[src/verilog/carkit_pkg.sv]
// constants and types shared by the carkit status and timing registers
package carkit_pkg;
	// register offsets
	localparam logic [7:0] ADDR_IRQ_SOURCE = 8'h08;
	localparam logic [7:0] ADDR_OTG_SESSION_ID_STATE = 8'h10;
	localparam logic [7:0] ADDR_RX_RECOVERY = 8'h1E;
	localparam logic [7:0] ADDR_IRQ_DETECT = 8'h1F;
	// reset values of the timing registers
	localparam logic [7:0] RX_RECOVERY_RESET = 8'h64;
	localparam logic [7:0] IRQ_DETECT_RESET = 8'hC8;
	// otg_session_id_state field positions
	localparam int OTG_B_SESSION_END_FLAG_BIT = 6;
	localparam int OTG_ID_ACCESSORY_BIT = 3;
	localparam int OTG_ID_HIGH_R_BIT = 2;
	localparam int OTG_ID_MID_R_BIT = 1;
	// interrupt source field positions
	localparam int SRC_CARKIT_IRQ_BIT = 7;
	localparam int SRC_DISC_CONN_BIT = 6;
	localparam int SRC_ID_OPEN_BIT = 5;
	localparam int SRC_MINUS_HIGH_BIT = 4;
	localparam int SRC_ID_GROUNDED_FLAG_BIT = 3;
	localparam int SRC_PLUS_HIGH_BIT = 2;
	localparam int SRC_SESS_VALID_BIT = 1;
	localparam int SRC_BUS_VALID_BIT = 0;
	// timing: one tick of the timing registers
	localparam int TICK_TIME_NS = 250000;
	localparam int CLK_PERIOD_NS = 40;
	localparam int TICK_CYCLES = TICK_TIME_NS / CLK_PERIOD_NS;
	// number of pin level inputs that are synchronised
	localparam int PIN_COUNT = 12;
	// hold timer states, gray along idle, counting, detected
	typedef enum logic [1:0] {
		TIMER_IDLE = 2'h0,
		TIMER_COUNTING = 2'h1,
		TIMER_DETECTED = 2'h3
	} timer_state_type;
endpackage

[src/verilog/carkit_otg_session_id_state_timing_regs.sv]
// status and timing registers of the otg carkit transceiver
`timescale 1ns/100ps
module carkit_otg_session_id_state_timing_regs #(
	parameter int TICK_CYCLES = carkit_pkg::TICK_CYCLES
) (
	input wire logic ref_clk,
	input wire logic rst_n,
	// register port from the serial host interface
	input wire logic reg_wr_en,
	input wire logic reg_rd_en,
	input wire logic [7:0] reg_addr,
	input wire logic [7:0] reg_wdata,
	output logic [7:0] reg_rdata,
	output logic reg_rd_valid,
	// control levels from on-chip logic, same clock
	input wire logic power_down_mode,
	input wire logic rx_pulse_en,
	input wire logic disconnect_then_connect_flag,
	// comparator levels from the connector side, asynchronous
	input wire logic vbus_below_b_session_end_flag,
	input wire logic id_rdn_102k,
	input wire logic id_rdn_440k,
	input wire logic id_rdn_200k,
	input wire logic id_open,
	input wire logic id_grounded,
	input wire logic minus_line_high,
	input wire logic plus_line_high,
	input wire logic session_valid,
	input wire logic bus_supply_valid,
	input wire logic carkit_irq_pin_low,
	input wire logic rxd_idle_level,
	// data during audio receive polarity recovered
	output logic rx_polarity_recovered
);
	// positions of the comparator levels in the pin vector
	localparam int PIN_SESS_END = 0;
	localparam int PIN_ID_ACCESSORY_FLAG = 1;
	localparam int PIN_ID_CHARGER_HIGH_R_FLAG = 2;
	localparam int PIN_ID_CHARGER_MID_R_FLAG = 3;
	localparam int PIN_ID_OPEN = 4;
	localparam int PIN_ID_GROUNDED_FLAG = 5;
	localparam int PIN_MINUS_HI = 6;
	localparam int PIN_PLUS_HI = 7;
	localparam int PIN_SESSION_VALID_FLAG = 8;
	localparam int PIN_BUS_VLD = 9;
	localparam int PIN_IRQ_LOW = 10;
	localparam int PIN_RXD_IDLE = 11;

	logic rst_meta_reg; // reset release, first stage
	logic rst_sync_reg; // reset release, second stage
	logic rst_sync_n; // synchronised reset for the design
	logic [carkit_pkg::PIN_COUNT-1:0] pin_raw; // unsynchronised pin levels
	logic [carkit_pkg::PIN_COUNT-1:0] pin_meta_reg; // first synchroniser stage
	logic [carkit_pkg::PIN_COUNT-1:0] pin_sync_reg; // second synchroniser stage
	logic [7:0] rx_recovery_reg; // recovery time in ticks
	logic [7:0] rx_recovery_next;
	logic [7:0] carkit_irq_detect_value_reg; // irq detect time in ticks
	logic [7:0] carkit_irq_detect_value_next;
	logic [7:0] otg_session_id_state_reg; // otg session and id status
	logic [7:0] otg_session_id_state_next;
	logic [7:0] irq_source_reg; // live interrupt source state
	logic [7:0] irq_source_next;
	logic [7:0] rdata_reg; // read data
	logic [7:0] rdata_next;
	logic rd_valid_reg; // read answer strobe
	logic rd_valid_next;
	logic recovered_reg; // recovery output
	logic recovered_next;
	logic tick; // quarter millisecond tick
	logic carkit_irq_source; // carkit irq hold detected
	logic recovery_done; // rxd idle held for recovery time
	logic recovery_hold; // hold condition for the recovery timer

	// reset is asserted at once and released through two stages
	always_ff @(posedge ref_clk or negedge rst_n) begin
		if (!rst_n) begin
			rst_meta_reg <= 1'b0;
			rst_sync_reg <= 1'b0;
		end else begin
			rst_meta_reg <= 1'b1;
			rst_sync_reg <= rst_meta_reg;
		end
	end

	assign rst_sync_n = rst_sync_reg;

	// gather comparator levels
	assign pin_raw[PIN_SESS_END] = vbus_below_b_session_end_flag;
	assign pin_raw[PIN_ID_ACCESSORY_FLAG] = id_rdn_102k;
	assign pin_raw[PIN_ID_CHARGER_HIGH_R_FLAG] = id_rdn_440k;
	assign pin_raw[PIN_ID_CHARGER_MID_R_FLAG] = id_rdn_200k;
	assign pin_raw[PIN_ID_OPEN] = id_open;
	assign pin_raw[PIN_ID_GROUNDED_FLAG] = id_grounded;
	assign pin_raw[PIN_MINUS_HI] = minus_line_high;
	assign pin_raw[PIN_PLUS_HI] = plus_line_high;
	assign pin_raw[PIN_SESSION_VALID_FLAG] = session_valid;
	assign pin_raw[PIN_BUS_VLD] = bus_supply_valid;
	assign pin_raw[PIN_IRQ_LOW] = carkit_irq_pin_low;
	assign pin_raw[PIN_RXD_IDLE] = rxd_idle_level;

	// two stage synchroniser for each pin level
	genvar gi;
	generate
		for (gi = 0; gi < carkit_pkg::PIN_COUNT; gi++) begin : g_pin_sync
			always_ff @(posedge ref_clk or negedge rst_sync_n) begin
				if (!rst_sync_n) begin
					pin_meta_reg[gi] <= 1'b0;
					pin_sync_reg[gi] <= 1'b0;
				end else begin
					pin_meta_reg[gi] <= pin_raw[gi];
					pin_sync_reg[gi] <= pin_meta_reg[gi];
				end
			end
		end
	endgenerate

	// shared tick, stands in for the audio data clock
	tick_divider #(
		.TICK_CYCLES(TICK_CYCLES),
		.CNT_WIDTH(16)
	) u_tick (
		.ref_clk(ref_clk),
		.rst_sync_n(rst_sync_n),
		.tick(tick)
	);

	// carkit irq must stay low for the detect time
	low_hold_timer u_irq_timer (
		.ref_clk(ref_clk),
		.rst_sync_n(rst_sync_n),
		.tick(tick),
		.hold_level(pin_sync_reg[PIN_IRQ_LOW] && !power_down_mode),
		.limit(carkit_irq_detect_value_reg),
		.detected(carkit_irq_source)
	);

	// recovery timer only runs with receive enabled
	assign recovery_hold = rx_pulse_en && pin_sync_reg[PIN_RXD_IDLE];

	low_hold_timer u_recovery_timer (
		.ref_clk(ref_clk),
		.rst_sync_n(rst_sync_n),
		.tick(tick),
		.hold_level(recovery_hold),
		.limit(rx_recovery_reg),
		.detected(recovery_done)
	);

	// timing register writes; other addresses are ignored
	always_comb begin
		rx_recovery_next = rx_recovery_reg;
		carkit_irq_detect_value_next = carkit_irq_detect_value_reg;
		if (reg_wr_en) begin
			case (reg_addr)
				carkit_pkg::ADDR_RX_RECOVERY: begin
					rx_recovery_next = reg_wdata;
				end
				carkit_pkg::ADDR_IRQ_DETECT: begin
					carkit_irq_detect_value_next = reg_wdata;
				end
				default: begin
					// read only or unmapped, write dropped
				end
			endcase
		end
	end

	// status bytes built from synchronised pin levels and the disconnect_then_connect_flag control level
	always_comb begin
		otg_session_id_state_next = 8'h00; // reserved bits read zero
		irq_source_next = 8'h00;
		if (!power_down_mode) begin
			// flags forced low in power down
			otg_session_id_state_next[carkit_pkg::OTG_B_SESSION_END_FLAG_BIT] = pin_sync_reg[PIN_SESS_END];
			otg_session_id_state_next[carkit_pkg::OTG_ID_ACCESSORY_BIT] = pin_sync_reg[PIN_ID_ACCESSORY_FLAG];
			otg_session_id_state_next[carkit_pkg::OTG_ID_HIGH_R_BIT] = pin_sync_reg[PIN_ID_CHARGER_HIGH_R_FLAG];
			otg_session_id_state_next[carkit_pkg::OTG_ID_MID_R_BIT] = pin_sync_reg[PIN_ID_CHARGER_MID_R_FLAG];
			irq_source_next[carkit_pkg::SRC_ID_GROUNDED_FLAG_BIT] = pin_sync_reg[PIN_ID_GROUNDED_FLAG];
			irq_source_next[carkit_pkg::SRC_CARKIT_IRQ_BIT] = carkit_irq_source;
		end
		// live mirror of the remaining signals
		irq_source_next[carkit_pkg::SRC_DISC_CONN_BIT] = disconnect_then_connect_flag;
		irq_source_next[carkit_pkg::SRC_ID_OPEN_BIT] = pin_sync_reg[PIN_ID_OPEN];
		irq_source_next[carkit_pkg::SRC_MINUS_HIGH_BIT] = pin_sync_reg[PIN_MINUS_HI];
		irq_source_next[carkit_pkg::SRC_PLUS_HIGH_BIT] = pin_sync_reg[PIN_PLUS_HI];
		irq_source_next[carkit_pkg::SRC_SESS_VALID_BIT] = pin_sync_reg[PIN_SESSION_VALID_FLAG];
		irq_source_next[carkit_pkg::SRC_BUS_VALID_BIT] = pin_sync_reg[PIN_BUS_VLD];
	end

	// read mux; unmapped addresses answer zero
	always_comb begin
		rd_valid_next = reg_rd_en;
		rdata_next = rdata_reg;
		if (reg_rd_en) begin
			case (reg_addr)
				carkit_pkg::ADDR_IRQ_SOURCE: begin
					rdata_next = irq_source_reg;
				end
				carkit_pkg::ADDR_OTG_SESSION_ID_STATE: begin
					rdata_next = otg_session_id_state_reg;
				end
				carkit_pkg::ADDR_RX_RECOVERY: begin
					rdata_next = rx_recovery_reg;
				end
				carkit_pkg::ADDR_IRQ_DETECT: begin
					rdata_next = carkit_irq_detect_value_reg;
				end
				default: begin
					rdata_next = 8'h00;
				end
			endcase
		end
	end

	// recovery output gated by the receive enable
	always_comb begin
		recovered_next = recovery_done && rx_pulse_en;
	end

	// register file; status loads from pins after reset
	always_ff @(posedge ref_clk or negedge rst_sync_n) begin
		if (!rst_sync_n) begin
			rx_recovery_reg <= carkit_pkg::RX_RECOVERY_RESET;
			carkit_irq_detect_value_reg <= carkit_pkg::IRQ_DETECT_RESET;
			otg_session_id_state_reg <= 8'h00;
			irq_source_reg <= 8'h00;
			rdata_reg <= 8'h00;
			rd_valid_reg <= 1'b0;
			recovered_reg <= 1'b0;
		end else begin
			rx_recovery_reg <= rx_recovery_next;
			carkit_irq_detect_value_reg <= carkit_irq_detect_value_next;
			otg_session_id_state_reg <= otg_session_id_state_next;
			irq_source_reg <= irq_source_next;
			rdata_reg <= rdata_next;
			rd_valid_reg <= rd_valid_next;
			recovered_reg <= recovered_next;
		end
	end

	assign reg_rdata = rdata_reg;
	assign reg_rd_valid = rd_valid_reg;
	assign rx_polarity_recovered = recovered_reg;

	// reserved otg_session_id_state bits always read zero
	property p_reserved_zero;
		@(posedge ref_clk) disable iff (!rst_sync_n)
			otg_session_id_state_reg[7] == 1'b0 && otg_session_id_state_reg[5:4] == 2'h0 && otg_session_id_state_reg[0] == 1'b0;
	endproperty
	a_reserved_zero: assert property (p_reserved_zero) else $error("reserved status bit set");

	// power down clears the otg status flags and the id grounded source flag a cycle later
	property p_power_down;
		@(posedge ref_clk) disable iff (!rst_sync_n)
			power_down_mode |=> otg_session_id_state_reg == 8'h00 && !irq_source_reg[carkit_pkg::SRC_ID_GROUNDED_FLAG_BIT];
	endproperty
	a_power_down: assert property (p_power_down) else $error("flags live in power down");

	// session end flag follows its synchronised comparator
	property p_sess_end;
		@(posedge ref_clk) disable iff (!rst_sync_n)
			!power_down_mode |=> otg_session_id_state_reg[carkit_pkg::OTG_B_SESSION_END_FLAG_BIT] == $past(pin_sync_reg[PIN_SESS_END]);
	endproperty
	a_sess_end: assert property (p_sess_end) else $error("session end flag mismatch");

	// accessory flag is set one cycle after its synchronised comparator is set
	property p_accessory;
		@(posedge ref_clk) disable iff (!rst_sync_n)
			(!power_down_mode && pin_sync_reg[PIN_ID_ACCESSORY_FLAG])
				|=> otg_session_id_state_reg[carkit_pkg::OTG_ID_ACCESSORY_BIT];
	endproperty
	a_accessory: assert property (p_accessory) else $error("accessory flag missed");

	// charger resistor flags follow their comparators
	property p_charger;
		@(posedge ref_clk) disable iff (!rst_sync_n)
			!power_down_mode |=> otg_session_id_state_reg[2:1] == {$past(pin_sync_reg[PIN_ID_CHARGER_HIGH_R_FLAG]), $past(pin_sync_reg[PIN_ID_CHARGER_MID_R_FLAG])};
	endproperty
	a_charger: assert property (p_charger) else $error("charger flags mismatch");

	// lower source bits mirror the live signals
	property p_source_mirror;
		@(posedge ref_clk) disable iff (!rst_sync_n)
			1'b1 |=> irq_source_reg[2:0] == {$past(pin_sync_reg[PIN_PLUS_HI]), $past(pin_sync_reg[PIN_SESSION_VALID_FLAG]),
				$past(pin_sync_reg[PIN_BUS_VLD])};
	endproperty
	a_source_mirror: assert property (p_source_mirror) else $error("source bits not live");

	// a write to the recovery register is read back
	property p_recovery_write;
		@(posedge ref_clk) disable iff (!rst_sync_n)
			(reg_wr_en && reg_addr == carkit_pkg::ADDR_RX_RECOVERY) ##1 (reg_rd_en && !reg_wr_en
				&& reg_addr == carkit_pkg::ADDR_RX_RECOVERY) |=> reg_rdata == $past(reg_wdata, 2);
	endproperty
	a_recovery_write: assert property (p_recovery_write) else $error("recovery write lost");

	// a write to the detect register is stored
	property p_detect_write;
		@(posedge ref_clk) disable iff (!rst_sync_n)
			(reg_wr_en && reg_addr == carkit_pkg::ADDR_IRQ_DETECT) |=> carkit_irq_detect_value_reg == $past(reg_wdata);
	endproperty
	a_detect_write: assert property (p_detect_write) else $error("detect write lost");

	// recovery output stays low without receive enable
	property p_rx_gate;
		@(posedge ref_clk) disable iff (!rst_sync_n)
			!rx_pulse_en |=> !rx_polarity_recovered;
	endproperty
	a_rx_gate: assert property (p_rx_gate) else $error("recovery without receive enable");

	// every read is answered exactly one cycle later
	property p_read_answer;
		@(posedge ref_clk) disable iff (!rst_sync_n)
			reg_rd_en |=> reg_rd_valid;
	endproperty
	a_read_answer: assert property (p_read_answer) else $error("read not answered");
endmodule

[src/verilog/low_hold_timer.sv]
// detects a level held for a programmed number of ticks
`timescale 1ns/100ps
module low_hold_timer (
	input wire logic ref_clk,
	input wire logic rst_sync_n,
	input wire logic tick,
	input wire logic hold_level,
	input wire logic [7:0] limit,
	output logic detected
);
	carkit_pkg::timer_state_type state_reg; // timer state
	carkit_pkg::timer_state_type state_next;
	logic [7:0] cnt_reg; // ticks seen while level held
	logic [7:0] cnt_next;
	logic detected_reg; // registered detection
	logic detected_next;

	// next state; zero limit detects at once
	always_comb begin
		state_next = state_reg;
		cnt_next = cnt_reg;
		case (state_reg)
			carkit_pkg::TIMER_IDLE: begin
				cnt_next = 8'h00;
				if (hold_level) begin
					state_next = (limit == 8'h00) ? carkit_pkg::TIMER_DETECTED : carkit_pkg::TIMER_COUNTING;
				end
			end
			carkit_pkg::TIMER_COUNTING: begin
				if (!hold_level) begin
					// level released early
					state_next = carkit_pkg::TIMER_IDLE;
				end else if (tick) begin
					// compare elapsed ticks with the setting
					cnt_next = cnt_reg + 8'h01;
					if (cnt_next >= limit) begin
						state_next = carkit_pkg::TIMER_DETECTED;
					end
				end else if (cnt_reg >= limit) begin
					// setting lowered while counting
					state_next = carkit_pkg::TIMER_DETECTED;
				end
			end
			carkit_pkg::TIMER_DETECTED: begin
				if (!hold_level) begin
					state_next = carkit_pkg::TIMER_IDLE;
				end
			end
			default: begin
				state_next = carkit_pkg::TIMER_IDLE;
			end
		endcase
		detected_next = (state_next == carkit_pkg::TIMER_DETECTED);
	end

	// register the timer
	always_ff @(posedge ref_clk or negedge rst_sync_n) begin
		if (!rst_sync_n) begin
			state_reg <= carkit_pkg::TIMER_IDLE;
			cnt_reg <= 8'h00;
			detected_reg <= 1'b0;
		end else begin
			state_reg <= state_next;
			cnt_reg <= cnt_next;
			detected_reg <= detected_next;
		end
	end

	assign detected = detected_reg;

	// zero limit: a held level is flagged after one cycle
	property p_zero_limit;
		@(posedge ref_clk) disable iff (!rst_sync_n) (hold_level && limit == 8'h00) |=> detected_reg;
	endproperty
	a_zero_limit: assert property (p_zero_limit) else $error("zero limit not immediate");

	// releasing the level drops detection next cycle
	property p_release;
		@(posedge ref_clk) disable iff (!rst_sync_n) !hold_level |=> !detected_reg;
	endproperty
	a_release: assert property (p_release) else $error("detection outlived level");
endmodule

[src/verilog/tick_divider.sv]
// quarter millisecond tick generator
`timescale 1ns/100ps
module tick_divider #(
	parameter int TICK_CYCLES = carkit_pkg::TICK_CYCLES,
	parameter int CNT_WIDTH = 16
) (
	input wire logic ref_clk,
	input wire logic rst_sync_n,
	output logic tick
);
	logic [CNT_WIDTH-1:0] cnt_reg; // cycles since last tick
	logic [CNT_WIDTH-1:0] cnt_next;
	logic tick_reg; // one cycle tick pulse
	logic tick_next;
	localparam logic [CNT_WIDTH-1:0] LAST = CNT_WIDTH'(TICK_CYCLES - 1);

	// next count; wraps at the tick period
	always_comb begin
		tick_next = (cnt_reg == LAST);
		cnt_next = tick_next ? '0 : cnt_reg + 1'b1;
	end

	// register the divider
	always_ff @(posedge ref_clk or negedge rst_sync_n) begin
		if (!rst_sync_n) begin
			cnt_reg <= '0;
			tick_reg <= 1'b0;
		end else begin
			cnt_reg <= cnt_next;
			tick_reg <= tick_next;
		end
	end

	assign tick = tick_reg;

	// a tick is a single cycle pulse
	property p_tick_single;
		@(posedge ref_clk) disable iff (!rst_sync_n) tick_reg |=> !tick_reg;
	endproperty
	a_tick_single: assert property (p_tick_single) else $error("tick longer than one cycle");
endmodule
[config.mk]
export PLATFORM = sky130hd
export DESIGN_NAME = carkit_otg_session_id_state_timing_regs
export DESIGN_NICKNAME = d
export VERILOG_FILES = /design/src/verilog/carkit_pkg.sv /design/src/verilog/carkit_otg_session_id_state_timing_regs.sv /design/src/verilog/low_hold_timer.sv /design/src/verilog/tick_divider.sv
export SDC_FILE = /design/constraint.sdc
export NUM_CORES = 1
export LEC_CHECK = 0
export BUFFER_PORTS_ARGS = -buffer_cell sky130_fd_sc_hd__clkbuf_2
export CAP_MARGIN = 20
export CORE_ASPECT_RATIO = 0.5
export CORE_UTILIZATION = 40
export CTS_BUF_LIST = sky130_fd_sc_hd__clkbuf_8 sky130_fd_sc_hd__clkbuf_16
export DETAILED_ROUTE_END_ITERATION = 8
export GPL_TIMING_DRIVEN = 0
export PLACE_DENSITY = 0.59
export SETUP_SLACK_MARGIN = 0.15
export SLEW_MARGIN = 20
export SYNTH_ARGS = -nofsm -noshare
export SYNTH_HDL_FRONTEND = slang
export SYNTH_SLANG_ARGS = --single-unit
[constraint.sdc]
create_clock -name ref_clk -period 3.7 [get_ports ref_clk]
set_input_delay 0.37 -clock ref_clk [delete_from_list [all_inputs] [get_ports ref_clk]]
set_output_delay 0.37 -clock ref_clk [all_outputs]
set_load 0.005 [all_outputs]
---- Word-level counts from Yosys, hierarchy flattened ----
Index checks and enable logic that the tools add are counted.
cells by class
  shift operators ......................... 0
  multipliers ............................. 0
  eq/ne operators ......................... 15
  reductions and logical operators ........ 14
  $add $sub $neg .......................... 3
  $lt $le $gt $ge ......................... 4
  bitwise logic cells ..................... 0
  divide/modulo/power cells ............... 0
  mux-type cells .......................... 28
operators with widths
  operator                                               count
  >= comparator 8 bit                                    4
  2-to-1 mux 8 bit                                       4
  one-hot mux 8 bit (2 select lines)                     2
  one-hot mux 8 bit (4 select lines)                     1
  2-to-1 mux 2 bit                                       14
  == test 8 x 5 -> 1 bit, second input constant          3
  adder 16 x 1 -> 16 bit, second input constant          1
  adder 8 x 1 -> 8 bit, second input constant            2
  == test 16 x 13 -> 1 bit, second input constant        1
  zero test 8 bit                                        2
  2-to-1 mux 16 bit                                      1
  one-hot mux 2 bit (3 select lines)                     2
  == test 2 bit, second input constant                   4
  == test 8 x 4 -> 1 bit, second input constant          1
  AND reduction 3 bit                                    2
  == test 2 x 1 -> 1 bit, second input constant          2
  zero test 2 bit                                        2
  inequality test 2 x 1 -> 1 bit, second input constant  2
  inequality test 2 bit, second input constant           2
  AND reduction 2 bit                                    2
  nonzero test 2 bit                                     2
  logical AND 1 bit                                      3
  2-to-1 mux 1 bit                                       3
  2-to-1 mux 3 bit                                       1
  zero test 1 bit                                        1
storage, ports and cells
  ROM bits ................................ 0
  register bits after elaboration ......... 103
  latch bits .............................. 0
  bits of input ports ..................... 35
  memories kept ........................... 0
  word-level logic and storage cells ...... 105
  memory bits (writable) .................. 0
  output and inout bits ................... 10

---- Depth between registers and ports, before layout ----
Gate-level depths: netlist of run 1.
  depth in word-level cells ............... 7
  depth in mapped cells ................... 10
  gate-level depth less buffers ........... 10

---- Hierarchy ----
Synthesis of run 1 repeated with hierarchy kept, for this count alone.
second synthesis, totals
  cells, all modules ...................... 422
  area, all modules ....................... 4953.5 um^2
modules (own cells, without submodules)
  module                                   seq. area each (um^2)  area an instance (um^2)  cells an instance  times used
  carkit_otg_session_id_state_timing_regs  1609.0                 2243.4                   143                1
  low_hold_timer                           275.3                  937.1                    101                2
  tick_divider                             425.4                  835.8                    77                 1

---- Worst setup path after synthesis of run 1 ----
Ideal clock, no wire load.
  path type ............................... register -> register
  start point ............................. reg u_irq_timer.cnt_reg[0]
  end point ............................... reg u_irq_timer.detected_reg (netlist: u_irq_timer.detected)
  slack ................................... 1.694 ns
  period minus slack after synthesis ...... 2.006 ns
  stages on the path, launching flop included .. 11
  data required time ...................... 3.558 ns
  library setup time ...................... 0.142 ns
  path buffers ............................ 0
  data arrival time ....................... 1.864 ns
  cells stage by stage .................... dfrtp_1 -> ha_1 -> nand3_1 -> nor2_1 -> xor2_1 -> ha_1 -> a21o_1 -> nand2_1 -> nand3b_1 -> o211ai_1 -> o21ai_0
between the ends
  word-level cells in the longest chain between the ends .. 7
  elaborated cells on any way between the ends .. 9
  those cells by class .................... 1 x add/sub; 2 x order compare; 1 x eq/ne; 5 x mux
ends and longest elaborated chain
  item                                    RTL line              RTL
  from (decl)                             low_hold_timer.sv:13  logic [7:0] cnt_reg;
  from (signal assigned)                  low_hold_timer.sv:64  cnt_reg <= cnt_next;
  adder 8 x 1 -> 8 bit                    low_hold_timer.sv:35  cnt_next = cnt_reg + 8'h01;
  >= comparator 8 bit                     low_hold_timer.sv:36  if (cnt_next >= limit) begin
  2-to-1 mux 2 bit                        low_hold_timer.sv:36
  2-to-1 mux 2 bit (*)                    low_hold_timer.sv:33  end else if (tick) begin
  2-to-1 mux 2 bit (*)                    low_hold_timer.sv:30  if (!hold_level) begin
  one-hot mux 2 bit (3 select lines) (*)  low_hold_timer.sv:22  case (state_reg)
  == test 2 bit (*)                       low_hold_timer.sv:53  detected_next = (state_next == carkit_pkg::TIMER_DETECTED);
  via u_irq_timer.detected_next           low_hold_timer.sv:16  logic detected_next;
  to (signal assigned)                    low_hold_timer.sv:65  detected_reg <= detected_next;
  to (decl)                               low_hold_timer.sv:15  logic detected_reg;
Mark *: on every way through the listed nets, which the timed path passes. The rest lies on a longest branch.
A chain may end at the register's enable or synchronous reset.

---- Worst setup path in the final report of run 1 ----
Same ends and word-level chain as after synthesis.

==> flow_summary.ini, run 1 <==
[outcome]
outcome = complete, no violations

[setup_path]
cp-end-kind = register
worstPathRequired_ns = 3.90
worstSetupPathType = register to register
cp_slowest_stage_delay_ns = 0.47
crit_family = adder cells
cp_max_fo = 7
crit_chain = ha_1, nand3_1, nor2_1, xor2_1, ha_1, a21o_1, nand2_1, nand3b_1, o211ai_1, o21ai_0
start_kind = register
critPathArrivalTime_ns = 2.52
critical_path.most_common_cell = ha_1
crit_slowest_cell = dfrtp_1
critPathBufInv = 0

[min_path]
hold_class = input port to register

[pwr]
worst_ir_drop_vdd_uv = 204
internal-power_w = 0.00169
seq_power_share_pct = 53.2
clkPwrFrac_pct = 41.2
power.total_w = 0.00225
p_sw_share_pct = 24.6
p_leak_nw = 2.67
p_sw_w = 0.000553
p_comb_share_pct = 5.6
power-per-cell-area_nw_per_um2 = 404

[sta]
max_freq_mhz = 430
period_share_pct = 62.9
finalCriticalPeriod_ns = 2.33
finalSetupViolations = 0
hold_violations = 0
final.setup_skew_ns = 0.00831
slew_viol_final = 0
grt_setup_unrepaired = no
tightest_slew_ns = 0.600
maxSlewHeadroom_pct = 60.0

[floorplan]
rows = 27
num_io_pins = 45
die_h_um = 79.5
core-area_um2 = 11400
initial_core_util_pct = 42.4
die_w_um = 157
die_area_um2 = 12500

[synthesis]
synthDistinctLibCells = 52
syn-cell-area_um2 = 4810
syn_avg_cell_area_um2 = 11.3
yosys_warnings = 0
seq_area_frac_synth_pct = 53.8
synth_edf_count = 0
synth_nets = 498
synth.area.top_cells = dfrtp_1 (50%), ha_1 (9.4%), dfstp_2 (3.3%)
synth-seq-cells = 103
syn_inst = 427
synth_area_leader_cell = dfrtp_1
synth.top_cell.area_share_pct = 50.5
synthArstFlopShare_pct = 100
dominantRegCellSynth = dfrtp_1

[layout]
drive_gt1_share_pct = 17.2
nFillCells = 1077
largest_reg_flops = 16
stdcell_count = 647
final_nets = 554
multi_input_area_um2 = 2060
area_delta_synth_final_pct = 15.5
register_area_um2 = 2590
diodes = 0

[routing]
wl_per_cell_um = 14.3
drt_iter0_drc = 149
via_per_inst = 5.02
route.detailed.drc = 0
dr.pass1.iters = 4
vias = 3247
ant_nets = 0
routed_wl_um = 9240

[clock_network]
clk_pin_slew_ns = 0.08
cts_tree = done
ctsLongestPathBuffers = 2
cts-buffers-inserted = 9
htree_num_levels = 3
cts_sinks = 103
clk_latency_ns = 0.34
clockRootBuffer = clkbuf_16
cts-resized-gates = 0

[global_route]
grt_max_degree = 57
antenna_found_initial = 0
met2_usage_pct = 28.6
grt_pass1_vias = 3350
grt_pass1_wl_um = 16100
use_met1_pct = 21.4
overflow = 0
met3_usage_pct = 4.34
grt-busiest-layer = met2
track_usage_pct = 16.8

[place]
portBuffers = 43
place_inst = 630
dp_hpwl_um = 6800
globalplace.congestion = 0.801

[run]
max_cap_violations = 0
[power groups by stage]
| stage | logic [W] | registers, W | clock network (W) |
|---|---|---|---|
| finish | 0.000125 | 0.00120 | 0.000925 |
| global route | 0.000143 | 0.00120 | 0.000991 |
| CTS | 0.000128 | 0.00120 | 0.000958 |
| detailed placement | 0.000126 | 0.00122 | 0 |
| global placement | 0.000108 | 0.00123 | 0 |
| floorplan | 0.0000678 | 0.00122 | 0 |
[cells by family (layout without fill, tap and decap cells)]
| family | after synthesis | count (layout) | share of synthesized area [%] |
|---|---|---|---|
| adder cells (fa/ha/maj) | 36 | 36 | 9.37 |
| AO/OA/AOI/OAI | 77 | 77 | 10.8 |
| AND/OR/NAND/NOR | 133 | 133 | 14.8 |
| flip-flops | 103 | 103 | 53.8 |
| multiplexers | 13 | 13 | 2.94 |
| buffers and inverters | 37 | 98 | 3.28 |
| XOR/XNOR | 27 | 27 | 4.92 |
| other | 1 | 1 | 0.0780 |
[repair_timing]
action	in CTS	in global routing
buffers inserted	0	0
hold endpoints to repair	2	0
hold buffers	1	0
[cell type report]
cell class | count | share of cell area, %
Sequential cell | 103 | 46.6
Multi-Input combinational cell | 287 | 37.2
Timing Repair Buffer | 45 | 4.55
Clock buffer | 9 | 4.05
Tap cell | 159 | 3.58
Inverter | 31 | 2.10
Clock inverter | 7 | 1.19
Buffer | 6 | 0.743
[path summary, 6_finish.rpt]
check / start / end / slack (ns) / depth (start not counted)
max reg2reg: u_irq_timer.cnt_reg[0] / u_irq_timer.detected / 1.37 / 10
min reg2reg: rst_sync_n / pin_meta_reg[0] / 0.35 / 0
min in group asynchronous: rst_n / rst_meta_reg / 0.35 / 2
max in group asynchronous: rst_sync_n / carkit_irq_detect_value_reg[7] / 2.63 / 1
min: id_rdn_102k / pin_meta_reg[1] / 0.12 / 1
max: u_irq_timer.cnt_reg[0] / u_irq_timer.detected / 1.37 / 10
[cell usage in the layout, fill, tap and decap left out, types with 4 or more instances in the layout]
cell type  synthesis  final
dfrtp_1           97     96
clkbuf_2           0     43
nand2_1           39     39
ha_1              36     36
inv_1             31     32
nor2_1            25     25
xnor2_1           17     17
o21ai_0           17     17
nand3_1           15     15
xor2_1            10     10
and3_1            10     10
nand2b_1           9      9
mux2_2             9      9
clkbuf_16          0      9
o22ai_1            8      8
nor2b_1            8      8
a21oi_1            7      7
a211oi_1           6      6
o21ai_1            6      6
dfstp_2            6      6
a21o_1             5      5
nand4_1            5      5
nor4_1             4      4
mux2i_1            4      4
a221oi_1           4      4
a22o_1             4      4
a22oi_1            4      4
[per-stage QoR]
step / setup WS (ns) / area (um^2) / hold WS, ns / setup TNS (ns) / util, %
final: 1.37 / 5550 / 0.124 / 0 / 48.9
after global routing: 1.17 / 5550 / 0.112 / 0 / 48.9
after CTS: 1.34 / 5550 / 0.110 / 0 / 48.9
after detailed placement: 1.38 / 5250 / 0.159 / 0 / 46.3
after global placement: -0.517 / 5220 / 0.156 / -48.42 / 46.0
after floorplan: 0.629 / 4810 / 0.0744 / 0 / -
[metal layers]
metal  wire [um]  vias to the layer above
li1            -                     1616
met1        4500                     1589
met2        4400                       34
met3         274                        8
met4          58                        0
met5           0                        -
[cell usage after synthesis (2+ instances only)]
library cell and instances:
a22o_1 4, nand2b_1 9, xor2_1 10, nor2_1 25, nand3b_1 2, xnor2_1 17, and4_1 2, a21boi_0 3
buf_6 2, nor2b_1 8, mux2_2 9, nor4_1 4, nand3_1 15, clkbuf_1 3, dfrtp_1 97, mux2i_1 4
nand4_1 5, nand2_1 39, inv_1 31, and3_1 10, o211ai_1 3, o22ai_1 8, nor3_1 2, o31ai_1 2
nor3b_1 2, a211oi_1 6, a21o_1 5, o2111ai_1 3, o21ai_0 17, a22oi_1 4, a21oi_1 7, dfstp_2 6
ha_1 36, o21ai_1 6, a221oi_1 4
(Power assumes the default switching activity.)
==> inputs of run 2 (changes only) <==
PLACE_DENSITY = 0.61   (was 0.59)
clock period = 1.85 ns   (was 3.7 ns; I/O delays follow)
==> run 2 against run 1 <==
Against the previous run:
- the run now ends with setup timing left
- total power increased by 100%
- clock power increased by 100%
- count of clock-buffer cells in the layout unchanged
- worst hold slack got worse by 0.095 ns
- cell count increased by 5.6%
- worst setup slack got worse by 1.6 ns
- combinational power increased by 140%
- sequential cell count unchanged
- utilization increased by 5.0 points
==> flow_summary.ini, run 2 (synthesized netlist as in run 1, its figures left out) <==
[pwr]
worst_ir_drop_vdd_uv = 406
power.total_w = 0.00455
power-per-cell-area_nw_per_um2 = 743
p_sw_w = 0.00113
p_sw_share_pct = 24.8
p_comb_share_pct = 6.7
p_leak_nw = 2.85
clkPwrFrac_pct = 40.7
seq_power_share_pct = 52.6
internal-power_w = 0.00342

[setup_path]
reg2reg_depth = 10
start_kind = register
worstPathRequired_ns = 2.12
cp-end-kind = register
r2r-end = u_irq_timer.detected
endpoint = u_irq_timer.detected
crit_start = u_irq_timer.cnt_reg[0]
cp_max_fo = 6
critPathArrivalTime_ns = 2.33
reg2reg_slack_ns = -0.22
r2r-start = u_irq_timer.cnt_reg[0]
worstSetupPathType = register to register

[layout]
area_delta_synth_final_pct = 27.4
fin_area_um2 = 6130
register_area_um2 = 2590
largest_reg_flops = 16
drive_gt1_share_pct = 27.7
diodes = 0
final_nets = 590
multi_input_area_um2 = 2310
final_common_cell = dfrtp_1
stdcell_count = 683
final_cell_mix = dfrtp_1 (91), clkbuf_2 (45), nand2_1 (38), ha_1 (32), inv_1 (29)
nFillCells = 986

[sta]
grt_setup_unrepaired = yes
setup_tns_ns = -0.804
finalSetupViolations = 4
hold_violations = 0
maxSlewHeadroom_pct = 59.7
period_share_pct = 112
slew_viol_final = 0
layout_setup_ws_ns = -0.219
final.setup_skew_ns = 0.00944
finalCriticalPeriod_ns = 2.07
max_freq_mhz = 483
tightest_slew_ns = 0.605

[clock_network]
clockRootBuffer = clkbuf_16
htree_num_levels = 3
cts-buffers-inserted = 9
cts_tree = done
clk_pin_slew_ns = 0.07
clk_latency_ns = 0.35
ctsLongestPathBuffers = 2
cts_sinks = 103

[global_route]
grt_pass1_vias = 3416
grt_pass1_wl_um = 17000
antenna_found_initial = 0
track_usage_pct = 17.9
grt_max_degree = 58
overflow = 0

[routing]
ant_nets = 0
vias = 3377
routed_wl_um = 9950
dr.pass1.iters = 4
via_per_inst = 4.94
wl_per_cell_um = 14.6
drt_iter0_drc = 204
route.detailed.drc = 0

[min_path]
hold_class = input port to register

[place]
place_inst = 630
portBuffers = 43
dp_hpwl_um = 6870
globalplace.congestion = 0.799
dpl-instance-area_um2 = 5270

[floorplan]
initial_core_util_pct = 42.4
num_io_pins = 45
die_area_um2 = 12500
rows = 27
die_w_um = 157
core-area_um2 = 11400
die_h_um = 79.5

[outcome]
violations = setup timing
outcome = finished with violations

[run]
max_cap_violations = 0
==> run 2: cell count changes in the layout (fill, tap and decap cells not counted), moves of 4 or more <==
| cell | before | now |
|---|---|---|
| buf_4 | 1 | 19 |
| buf_6 | 2 | 6 |
| dlygate4sd3_1 | 1 | 15 |
| and3_4 | 0 | 6 |
| dfrtp_1 | 96 | 91 |
| ha_4 | 0 | 4 |
| and3_1 | 10 | 4 |
| ha_1 | 36 | 32 |
| dfrtp_2 | 0 | 5 |
==> run 2: repair_timing <==
action	in CTS	in global routing
setup endpoints to repair	14	11
hold buffers	15	0
pin swaps	16	5
buffers inserted	21	1
gates resized for setup	33	17
hold endpoints to repair	16	0
==> run 2: critical path, stage by stage, from the launching register on <==
cell       delay (ns)
dfrtp_2          0.46
and3_4           0.19
and3_4           0.15
and3_4           0.20
xnor2_4          0.17
inv_2            0.06
ha_4             0.27
o2111ai_4        0.09
a21oi_2          0.13
o211ai_1         0.11
o21ai_1          0.17
==> run 2: through the flow <==
stage          util, %  hold slack, ns  setup WS [ns]
2_1_floorplan        -          -0.111         -0.125
3_3_place_gp      46.2         -0.0294         -0.401
3_5_place_dp      46.4         -0.0258         -0.400
4_1_cts           53.2          0.0227         -0.247
5_1_grt           54.0          0.0255         -0.357
6_report          54.0          0.0287         -0.219
==> run 2: layer usage <==
metal,wire length (um),up-vias,track usage [%]
met5,0,-,0
met1,4800,1637,23.5
met4,96,0,4.08
met2,4730,40,29.9
li1,-,1689,-
met3,318,11,4.40
==> run 2: area by class of cell <==
type | instances | share of cell area (%)
multi-input cells | 287 | 37.7
repair buffers | 81 | 9.35
well taps | 159 | 3.25
plain buffers | 6 | 0.715
inverters | 31 | 1.90
clock buffers | 9 | 3.68
clock inverters | 7 | 1.08
flip-flops and latches | 103 | 42.4
==> run 2: power groups by stage <==
stage	Sequential, W	Combinational, W	Clock, W
finish	0.00239	0.000304	0.00185
global route	0.00241	0.000344	0.00201
CTS	0.00240	0.000301	0.00191
detailed placement	0.00244	0.000250	0
global placement	0.00246	0.000216	0
floorplan	0.00243	0.000136	0
==> run 2: worst min-delay path by stage <==
| stage | from | endpoint | slack [ns] | cells after the start |
|---|---|---|---|---|
| after floorplan | rst_n | rst_meta_reg | -0.11 | 0 |
| after CTS | reg_wdata[6] | rx_recovery_reg[6] | 0.02 | 3 |
| after global placement | rst_n | rst_meta_reg | -0.03 | 1 |
| final | reg_wdata[6] | rx_recovery_reg[6] | 0.03 | 3 |
| after detailed placement | rst_n | rst_meta_reg | -0.03 | 1 |
| after global routing | reg_wdata[6] | rx_recovery_reg[6] | 0.03 | 3 |
